**src/core/lat_pkg.sv**
```systemverilog
// Shared constants and carriers for the learned address table readout.
// Assumes an 8-bit indirect register space and a 10-bit table index.
package lat_pkg;

  // Indirect register numbers
  localparam logic [7:0] REG_CTRL       = 8'h6e;  // Select code and index high bits
  localparam logic [7:0] REG_INDEX      = 8'h6f;  // Index low byte, write triggers
  localparam logic [7:0] REG_DATA_FIRST = 8'h70;  // Entry bits 71..64
  localparam logic [7:0] REG_DATA_LAST  = 8'h78;  // Entry bits 7..0

  // Control register layout
  localparam int         CTRL_READ_BIT  = 4;
  localparam int         CTRL_SEL_LSB   = 2;
  localparam logic [1:0] SEL_DYNAMIC    = 2'h2;   // Learned table select
  localparam logic [7:0] CTRL_RESET     = 8'h00;
  localparam logic [7:0] INDEX_RESET    = 8'h00;

  // Table geometry
  localparam int IDX_W      = 10;
  localparam int COUNT_W    = 10;
  localparam int TOTAL_W    = 11;
  localparam int ENTRY_W    = 72;
  localparam int DATA_BYTES = 9;

  // One learned entry, bit 71 down to bit 0
  typedef struct packed {
    logic        table_empty_flag;   // 71
    logic [9:0]  valid_entry_count;  // 70..61
    logic [1:0]  age_stamp;          // 60..59
    logic [2:0]  source_port;        // 58..56
    logic        not_ready;          // 55
    logic [6:0]  filter_group_id;    // 54..48
    logic [47:0] mac_addr;           // 47..0
  } lat_entry_t;

  // Host register access, one cycle strobes
  typedef struct packed {
    logic       wr;
    logic       rd;
    logic [7:0] addr;
    logic [7:0] wdata;
  } lat_host_req_t;

  // Answer from the table lookup engine
  typedef struct packed {
    logic        ack;
    logic [1:0]  age_stamp;
    logic [2:0]  source_port;
    logic [6:0]  filter_group_id;
    logic [47:0] mac_addr;
  } lat_tbl_rsp_t;

  // Reset image of the data registers: table empty, nothing fetched
  localparam lat_entry_t ENTRY_RESET = '{
    table_empty_flag:  1'b1,
    valid_entry_count: 10'h000,
    age_stamp:         2'h0,
    source_port:       3'h0,
    not_ready:         1'b0,
    filter_group_id:   7'h00,
    mac_addr:          48'h0000_0000_0000
  };

endpackage

```
**src/core/lat_entry_hold.sv**
```systemverilog
// Data register image of one fetched entry, with byte readout.
// Assumes the owner sequences start and finish of each fetch.
`timescale 1ns/10ps
`default_nettype none

module lat_entry_hold (
  // Clock and reset
  input  wire logic               mclk_i,
  input  wire logic               reset_i,
  // Fetch start: occupancy captured, entry marked not ready
  input  wire logic               start_i,
  input  wire logic               empty_i,
  input  wire logic [9:0]         count_i,
  // Fetch finish: entry fields from the table engine
  input  wire logic               done_i,
  input  wire lat_pkg::lat_tbl_rsp_t rsp_i,
  // Readout
  input  wire logic [3:0]         byte_sel_i,
  output logic [7:0]              byte_o,
  output var lat_pkg::lat_entry_t entry_o
);

  lat_pkg::lat_entry_t entry_reg;
  lat_pkg::lat_entry_t entry_next;
  logic [lat_pkg::ENTRY_W-1:0] flat;

  // Next image: start wins over finish, otherwise hold
  always_comb begin
    entry_next = entry_reg;
    if (start_i) begin
      entry_next.table_empty_flag  = empty_i;
      entry_next.valid_entry_count = count_i;
      entry_next.not_ready         = 1'b1;
    end else if (done_i) begin
      entry_next.age_stamp       = rsp_i.age_stamp;
      entry_next.source_port     = rsp_i.source_port;
      entry_next.filter_group_id = rsp_i.filter_group_id;
      entry_next.mac_addr        = rsp_i.mac_addr;
      entry_next.not_ready       = 1'b0;
    end
  end

  // Register the image
  always_ff @(posedge mclk_i) begin
    if (reset_i) begin
      entry_reg <= lat_pkg::ENTRY_RESET;
    end else begin
      entry_reg <= entry_next;
    end
  end

  // Byte 0 is bits 71..64, byte 8 is bits 7..0
  assign flat    = entry_reg;
  assign entry_o = entry_reg;

  always_comb begin
    byte_o = 8'h00;
    for (int i = 0; i < lat_pkg::DATA_BYTES; i++) begin
      if (byte_sel_i == 4'(i)) begin
        byte_o = flat[lat_pkg::ENTRY_W-1-8*i -: 8];
      end
    end
  end

endmodule

`default_nettype wire

```
**src/core/lat_readout.sv**
```systemverilog
// Learned address table readout: indirect control, fetch and data registers.
// Assumes host strobes and table engine signals run on mclk_i.
`timescale 1ns/10ps
`default_nettype none

module lat_readout #(
  parameter int IDX_W = lat_pkg::IDX_W
) (
  // Clock and reset
  input  wire logic                  mclk_i,
  input  wire logic                  reset_i,
  // Host indirect register access
  input  wire lat_pkg::lat_host_req_t host_i,
  output logic [7:0]                 rdata_o,
  output logic                       rvalid_o,
  // Table lookup engine, read only
  output logic                       tbl_req_o,
  output logic [IDX_W-1:0]           tbl_index_o,
  input  wire lat_pkg::lat_tbl_rsp_t tbl_rsp_i,
  input  wire logic [10:0]           valid_total_i,
  // Status
  output logic                       fetch_busy_o
);

  typedef enum logic {LAT_IDLE, LAT_FETCH} lat_state_t;

  lat_state_t          state_reg, state_next;
  logic [7:0]          ctrl_reg, ctrl_next;
  logic [7:0]          index_reg, index_next;
  logic                req_reg, req_next;
  logic [IDX_W-1:0]    tidx_reg, tidx_next;
  logic [7:0]          rdata_reg, rdata_next;
  logic                rvalid_reg, rvalid_next;
  logic                trigger;
  logic                done;
  logic                occ_empty;
  logic [9:0]          occ_count;
  logic [3:0]          byte_sel;
  logic [7:0]          data_byte;
  lat_pkg::lat_entry_t entry;

  // Trigger: index write while control selects learned table read
  assign trigger = host_i.wr && (host_i.addr == lat_pkg::REG_INDEX)
                 && ctrl_reg[lat_pkg::CTRL_READ_BIT]
                 && (ctrl_reg[lat_pkg::CTRL_SEL_LSB +: 2] == lat_pkg::SEL_DYNAMIC);
  assign done    = (state_reg == LAT_FETCH) && tbl_rsp_i.ack && !trigger;

  // Occupancy encoding: count minus one, zero when empty
  assign occ_empty = (valid_total_i == 11'h000);
  assign occ_count = occ_empty ? 10'h000 : 10'(valid_total_i - 11'h001);

  // Byte lane of the data register being read
  assign byte_sel = 4'(host_i.addr - lat_pkg::REG_DATA_FIRST);

  lat_entry_hold u_hold (
    .mclk_i     (mclk_i),
    .reset_i    (reset_i),
    .start_i    (trigger),
    .empty_i    (occ_empty),
    .count_i    (occ_count),
    .done_i     (done),
    .rsp_i      (tbl_rsp_i),
    .byte_sel_i (byte_sel),
    .byte_o     (data_byte),
    .entry_o    (entry)
  );

  // Control and index registers, fetch sequencing
  always_comb begin
    ctrl_next  = ctrl_reg;
    index_next = index_reg;
    state_next = state_reg;
    req_next   = req_reg;
    tidx_next  = tidx_reg;
    if (host_i.wr && host_i.addr == lat_pkg::REG_CTRL) begin
      ctrl_next = host_i.wdata;
    end
    if (host_i.wr && host_i.addr == lat_pkg::REG_INDEX) begin
      index_next = host_i.wdata;
    end
    case (state_reg)
      LAT_IDLE: begin
        if (trigger) begin
          state_next = LAT_FETCH;
          req_next   = 1'b1;
          tidx_next  = {ctrl_reg[1:0], host_i.wdata};
        end
      end
      LAT_FETCH: begin
        if (trigger) begin
          tidx_next = {ctrl_reg[1:0], host_i.wdata};
        end else if (tbl_rsp_i.ack) begin
          state_next = LAT_IDLE;
          req_next   = 1'b0;
        end
      end
      default: begin
        state_next = LAT_IDLE;
        req_next   = 1'b0;
      end
    endcase
  end

  // Read port; data registers have no write path into the table
  always_comb begin
    rdata_next  = 8'h00;
    rvalid_next = host_i.rd;
    if (host_i.rd) begin
      if (host_i.addr == lat_pkg::REG_CTRL) begin
        rdata_next = ctrl_reg;
      end else if (host_i.addr == lat_pkg::REG_INDEX) begin
        rdata_next = index_reg;
      end else if (host_i.addr >= lat_pkg::REG_DATA_FIRST
                   && host_i.addr <= lat_pkg::REG_DATA_LAST) begin
        rdata_next = data_byte;
      end
    end
  end

  // Register all state
  always_ff @(posedge mclk_i) begin
    if (reset_i) begin
      state_reg  <= LAT_IDLE;
      ctrl_reg   <= lat_pkg::CTRL_RESET;
      index_reg  <= lat_pkg::INDEX_RESET;
      req_reg    <= 1'b0;
      tidx_reg   <= '0;
      rdata_reg  <= 8'h00;
      rvalid_reg <= 1'b0;
    end else begin
      state_reg  <= state_next;
      ctrl_reg   <= ctrl_next;
      index_reg  <= index_next;
      req_reg    <= req_next;
      tidx_reg   <= tidx_next;
      rdata_reg  <= rdata_next;
      rvalid_reg <= rvalid_next;
    end
  end

  assign rdata_o      = rdata_reg;
  assign rvalid_o     = rvalid_reg;
  assign tbl_req_o    = req_reg;
  assign tbl_index_o  = tidx_reg;
  assign fetch_busy_o = req_reg;
endmodule

`default_nettype wire

```
**config.mk**
```make
export PLATFORM = sky130hd
export DESIGN_NAME = lat_readout
export DESIGN_NICKNAME = d
export VERILOG_FILES = /design/src/core/lat_pkg.sv /design/src/core/lat_entry_hold.sv /design/src/core/lat_readout.sv
export SDC_FILE = /design/constraint.sdc
export NUM_CORES = 1
export LEC_CHECK = 0
export ABC_AREA = 0
export CORE_UTILIZATION = 40
export CTS_CLUSTER_DIAMETER = 30
export DETAILED_ROUTE_END_ITERATION = 6
export DONT_BUFFER_PORTS = 1
export PLACE_DENSITY = 0.56
export SYNTH_ARGS = -nofsm -noshare
export SYNTH_HDL_FRONTEND = slang
export SYNTH_SLANG_ARGS = --single-unit
```
**constraint.sdc**
```tcl
create_clock -name mclk_i -period 2.7 [get_ports mclk_i]
set_clock_uncertainty 0.05 [all_clocks]
set_input_delay 0.27 -clock mclk_i [delete_from_list [all_inputs] [get_ports mclk_i]]
set_output_delay 0.27 -clock mclk_i [all_outputs]
set_load 0.03 [all_outputs]
```
==> report_table.html <==
<table>
<tr><th>Metric</th><th>Value</th></tr>
<tr><th colspan="2">Outcome</th></tr>
<tr><td>Result of the run</td><td>finished clean</td></tr>
<tr><th colspan="2">Synthesis</th></tr>
<tr><td>Count of flip-flops with a built-in enable after synthesis</td><td>0</td></tr>
<tr><td>Top cells by area, synth</td><td>sky130_fd_sc_hd__dfxtp_1 (44%), sky130_fd_sc_hd__nand2_1 (12%), sky130_fd_sc_hd__a21oi_1 (8.3%)</td></tr>
<tr><td>Net Count, Synth</td><td>683</td></tr>
<tr><td>Avg Cell Area, Syn</td><td>8.35 um2</td></tr>
<tr><td>Top cell type's share of synthesized area</td><td>44.3%</td></tr>
<tr><td>Most frequent cells after synthesis</td><td>sky130_fd_sc_hd__nand2_1 (151), sky130_fd_sc_hd__dfxtp_1 (109), sky130_fd_sc_hd__a21oi_1 (82)</td></tr>
<tr><td>Total number of yosys warnings</td><td>0</td></tr>
<tr><td>Synth Cell Area</td><td>4920 um2</td></tr>
<tr><td>Most common flop cell mapped by yosys</td><td>sky130_fd_sc_hd__dfxtp_1</td></tr>
<tr><td>Most common cell in the netlist</td><td>sky130_fd_sc_hd__nand2_1</td></tr>
<tr><td>Synthesized netlist cell count</td><td>590</td></tr>
<tr><td>Count of different cell masters after synthesis</td><td>52</td></tr>
<tr><td>Post-synth top area cell</td><td>sky130_fd_sc_hd__dfxtp_1</td></tr>
<tr><td>Sequential cell area fraction in the yosys report</td><td>44.3%</td></tr>
<tr><td>Number of synthesized register bits</td><td>109</td></tr>
<tr><td>Share of synthesized flip-flops with an asynchronous set or reset</td><td>0%</td></tr>
<tr><th colspan="2">Worst setup path</th></tr>
<tr><td>Slowest cell on the critical path</td><td>sky130_fd_sc_hd__and3_2</td></tr>
<tr><td>Register-to-register setup slack</td><td>0.61 ns</td></tr>
<tr><td>Sequence of cells on the critical path</td><td>and3b_1 &gt; nand4bb_1 &gt; and3_2 &gt; nand2_1 &gt; a21oi_1</td></tr>
<tr><td>Max FO, Critical Path</td><td>61</td></tr>
<tr><td>Data required time of the critical path</td><td>2.92 ns</td></tr>
<tr><td>Crit start category</td><td>flop</td></tr>
<tr><td>Peak per-stage delay on the critical path</td><td>0.92 ns</td></tr>
<tr><td>Type of the worst setup path</td><td>flop to flop</td></tr>
<tr><td>Category of the worst setup path capture point</td><td>flop</td></tr>
<tr><td>Worst EP arrival</td><td>2.31 ns</td></tr>
<tr><th colspan="2">Route</th></tr>
<tr><td>Remaining design rule violation count</td><td>0</td></tr>
<tr><td>Via density per instance</td><td>5.36</td></tr>
<tr><td>Routed wirelength normalized by instance count</td><td>16.9 um</td></tr>
<tr><td>DR pass1 iterations</td><td>6</td></tr>
<tr><td>Final ANT Viol Nets</td><td>0</td></tr>
<tr><td>Routed via count</td><td>3,963</td></tr>
<tr><td>Iter 0 DRT Violations</td><td>365</td></tr>
<tr><td>DRT Wirelength</td><td>12.5 mm</td></tr>
<tr><th colspan="2">Clocking</th></tr>
<tr><td>CTS clk-pin slew, worst paths</td><td>0.07 ns</td></tr>
<tr><td>Clock Root Buffer</td><td>sky130_fd_sc_hd__clkbuf_16</td></tr>
<tr><td>Number of CTS-inserted buffers</td><td>9</td></tr>
<tr><td>Latest clock arrival within the worst-skew pair</td><td>0.35 ns</td></tr>
<tr><td>Depth of the CTS H-tree</td><td>3</td></tr>
<tr><td>Num Clock Sinks</td><td>109</td></tr>
<tr><td>Clock tree from TritonCTS</td><td>yes</td></tr>
<tr><td>Gates resized, CTS repair</td><td>0</td></tr>
<tr><td>Clock tree buffer depth</td><td>2</td></tr>
<tr><th colspan="2">Die</th></tr>
<tr><td>I/O pin count</td><td>113</td></tr>
<tr><td>Y dimension of the die</td><td>113 um</td></tr>
<tr><td>Initial Util</td><td>41.0%</td></tr>
<tr><td>Die Outline Area</td><td>12,800 um2</td></tr>
<tr><td>DIE WIDTH</td><td>113 um</td></tr>
<tr><td>Area of the core region</td><td>12,000 um2</td></tr>
<tr><td>Row count</td><td>40</td></tr>
<tr><th colspan="2">Layout</th></tr>
<tr><td>Post-synthesis to final-layout area growth</td><td>11.8%</td></tr>
<tr><td>Fin cells</td><td>739</td></tr>
<tr><td>Finished layout cell area</td><td>5510 um2</td></tr>
<tr><td>Flip-flop count of the largest register, all copies and words added</td><td>72</td></tr>
<tr><td>Number of antenna cells inserted</td><td>0</td></tr>
<tr><td>Share of the core filled with cells</td><td>45.8%</td></tr>
<tr><td>Fraction of final layout cells sized beyond drive strength 1</td><td>6.76%</td></tr>
<tr><td>Layout net count</td><td>680</td></tr>
<tr><th colspan="2">GRT</th></tr>
<tr><td>GRT Util Overall</td><td>20.5%</td></tr>
<tr><td>Total global routing overflow</td><td>0</td></tr>
<tr><td>Maximum number of pins on one net before global-route repair</td><td>101</td></tr>
<tr><td>Vias in the first global route</td><td>3,839</td></tr>
<tr><td>Number of antenna violations at the first check in global routing</td><td>0</td></tr>
<tr><td>Global-route wire length before repair</td><td>20.2 mm</td></tr>
<tr><th colspan="2">Timing</th></tr>
<tr><td>Share of the clock period used by the worst path after layout</td><td>77.3%</td></tr>
<tr><td>RSZ-0062 raised after global routing</td><td>false</td></tr>
<tr><td>Worst-margin pin slew</td><td>1.08 ns</td></tr>
<tr><td>Rel. slew slack</td><td>27.8%</td></tr>
<tr><td>Number of failing hold endpoints at the final stage</td><td>0</td></tr>
<tr><td>Final setup viols</td><td>0</td></tr>
<tr><td>Fmax</td><td>479 MHz</td></tr>
<tr><td>Count of final max-slew check failures</td><td>0</td></tr>
<tr><td>Tmin final</td><td>2.09 ns</td></tr>
<tr><td>Total negative slack for setup checks</td><td>0 ns</td></tr>
<tr><th colspan="2">Placement</th></tr>
<tr><td>RePlAce Congestion</td><td>0.826</td></tr>
<tr><td>Placed standard-cell area</td><td>4890 um2</td></tr>
<tr><td>Instance count after placement with tap cells included</td><td>695</td></tr>
<tr><td>Final HPWL DP</td><td>8.67 mm</td></tr>
<tr><td>Buffers on Ports</td><td>0</td></tr>
<tr><th colspan="2">Power</th></tr>
<tr><td>Peak supply drop</td><td>0.000489 V</td></tr>
<tr><td>Cell area power density</td><td>565 nW/um2</td></tr>
<tr><td>Reported leakage power</td><td>0.00188 uW</td></tr>
<tr><th colspan="2">Job</th></tr>
<tr><td>Number of max-cap violations</td><td>0</td></tr>
<tr><th colspan="2">Worst hold path</th></tr>
<tr><td>Worst hold path type</td><td>input port to flop</td></tr>
</table>
## timing repair
action | in CTS | in global routing
endpoints found under the hold margin | 100 | 0
buffers inserted | 0 | 0
hold buffers | 28 | 0
## cells by family (layout without fill, tap and decap cells)
family	Yosys count	count (layout)	share of synthesized area [%]
buffers and inverters	53	55	5.61
AO/OA/AOI/OAI	149	149	18.3
AND/OR/NAND/NOR	236	236	21.2
adder cells (fa/ha/maj)	1	1	0.254
multiplexers	36	36	9.25
XOR/XNOR	6	6	1.07
flip-flops	109	109	44.3
## worst paths after layout
kind                                                         to  cells past startpoint                       startpoint
worst max-delay path             u_hold.entry_o[3]$_SDFFE_PP0P_                      5         ctrl_reg[2]$_SDFFE_PP0P_
worst min-delay path                tbl_index_o[5]$_SDFFE_PP0P_                      2                        host_i[5]
worst max register to register   u_hold.entry_o[3]$_SDFFE_PP0P_                      5         ctrl_reg[2]$_SDFFE_PP0P_
worst min register to register  u_hold.entry_o[46]$_SDFFE_PP0P_                      2  u_hold.entry_o[46]$_SDFFE_PP0P_
## layout by cell type, fill, tap and decap left out, types with 2 or more instances in the layout
cell type                       netlist  layout
sky130_fd_sc_hd__nand2_1            151     151
sky130_fd_sc_hd__dfxtp_1            109     109
sky130_fd_sc_hd__a21oi_1             82      82
sky130_fd_sc_hd__nor2_1              37      37
sky130_fd_sc_hd__dlygate4sd3_1        0      27
sky130_fd_sc_hd__mux2i_1             23      23
sky130_fd_sc_hd__nor2b_1             16      16
sky130_fd_sc_hd__a22oi_1             13      13
sky130_fd_sc_hd__o21ai_0             12      12
sky130_fd_sc_hd__inv_1                9       9
sky130_fd_sc_hd__clkbuf_16            0       9
sky130_fd_sc_hd__mux4_2               7       7
sky130_fd_sc_hd__o22a_1               6       6
sky130_fd_sc_hd__mux2_2               6       6
sky130_fd_sc_hd__o22ai_1              6       6
sky130_fd_sc_hd__xor2_1               6       6
sky130_fd_sc_hd__o221ai_1             5       5
sky130_fd_sc_hd__a21boi_0             5       5
sky130_fd_sc_hd__o211ai_1             5       5
sky130_fd_sc_hd__nor3_1               4       4
sky130_fd_sc_hd__and3_1               4       3
sky130_fd_sc_hd__nand2b_1             3       3
sky130_fd_sc_hd__clkbuf_8             0       3
sky130_fd_sc_hd__nand3b_1             2       2
sky130_fd_sc_hd__nand3_2              2       2
sky130_fd_sc_hd__and2_1               2       2
sky130_fd_sc_hd__nor3b_1              2       2
sky130_fd_sc_hd__a2bb2oi_1            2       2
sky130_fd_sc_hd__a211oi_1             2       2
sky130_fd_sc_hd__o2111ai_1            2       2
sky130_fd_sc_hd__nand3_1              2       2
sky130_fd_sc_hd__a31oi_1              2       2
sky130_fd_sc_hd__nor4_1               2       2
## final cells by class
| cell class | count | area, um2 |
|---|---|---|
| flip-flops and latches | 109 | 2180 |
| inverters | 9 | 33.8 |
| clock buffers | 13 | 270 |
| well taps | 147 | 184 |
| fillers | 1190 | 6510 |
| repair buffers | 30 | 325 |
| clock inverters | 3 | 42.5 |
| multi-input cells | 428 | 2470 |
## through the flow
| stage | hold WS, ns | power [uW] | setup WS (ns) |
|---|---|---|---|
| after floorplan | 0.356 | 1750 | 1.02 |
| after global placement | 0.302 | 1720 | 0.676 |
| after detailed placement | 0.304 | 1720 | 0.600 |
| after CTS | 0.000434 | 3150 | 0.567 |
| after global routing | 0.00329 | 3220 | 0.379 |
| final | 0.00627 | 3110 | 0.613 |
## power breakdown
group | switching [uW] | internal (uW) | leakage, uW | total, uW
registers | 2.74 | 1610 | 0.000878 | 1610
logic | 61.1 | 70.0 | 0.000846 | 131
clock network | 577 | 794 | 0.000152 | 1370
total | 640 | 2470 | 0.00188 | 3110
## per-layer routing
metal  vias up  track usage (%)  routed length (um)
met5         -                0                   0
met3        16             7.02                 834
met4         0             5.09                 214
met1      1819             27.4                5740
met2       111             31.7                5670
li1       2017                -                   -
## worst max-delay path, delay by kind of cell, from the launching register on
family | cells | cell delay [ns]
AO/OA/AOI/OAI | 1 | 0.17
flip-flops | 1 | 0.36
AND/OR/NAND/NOR | 4 | 1.40
(Power assumes the default switching activity.)
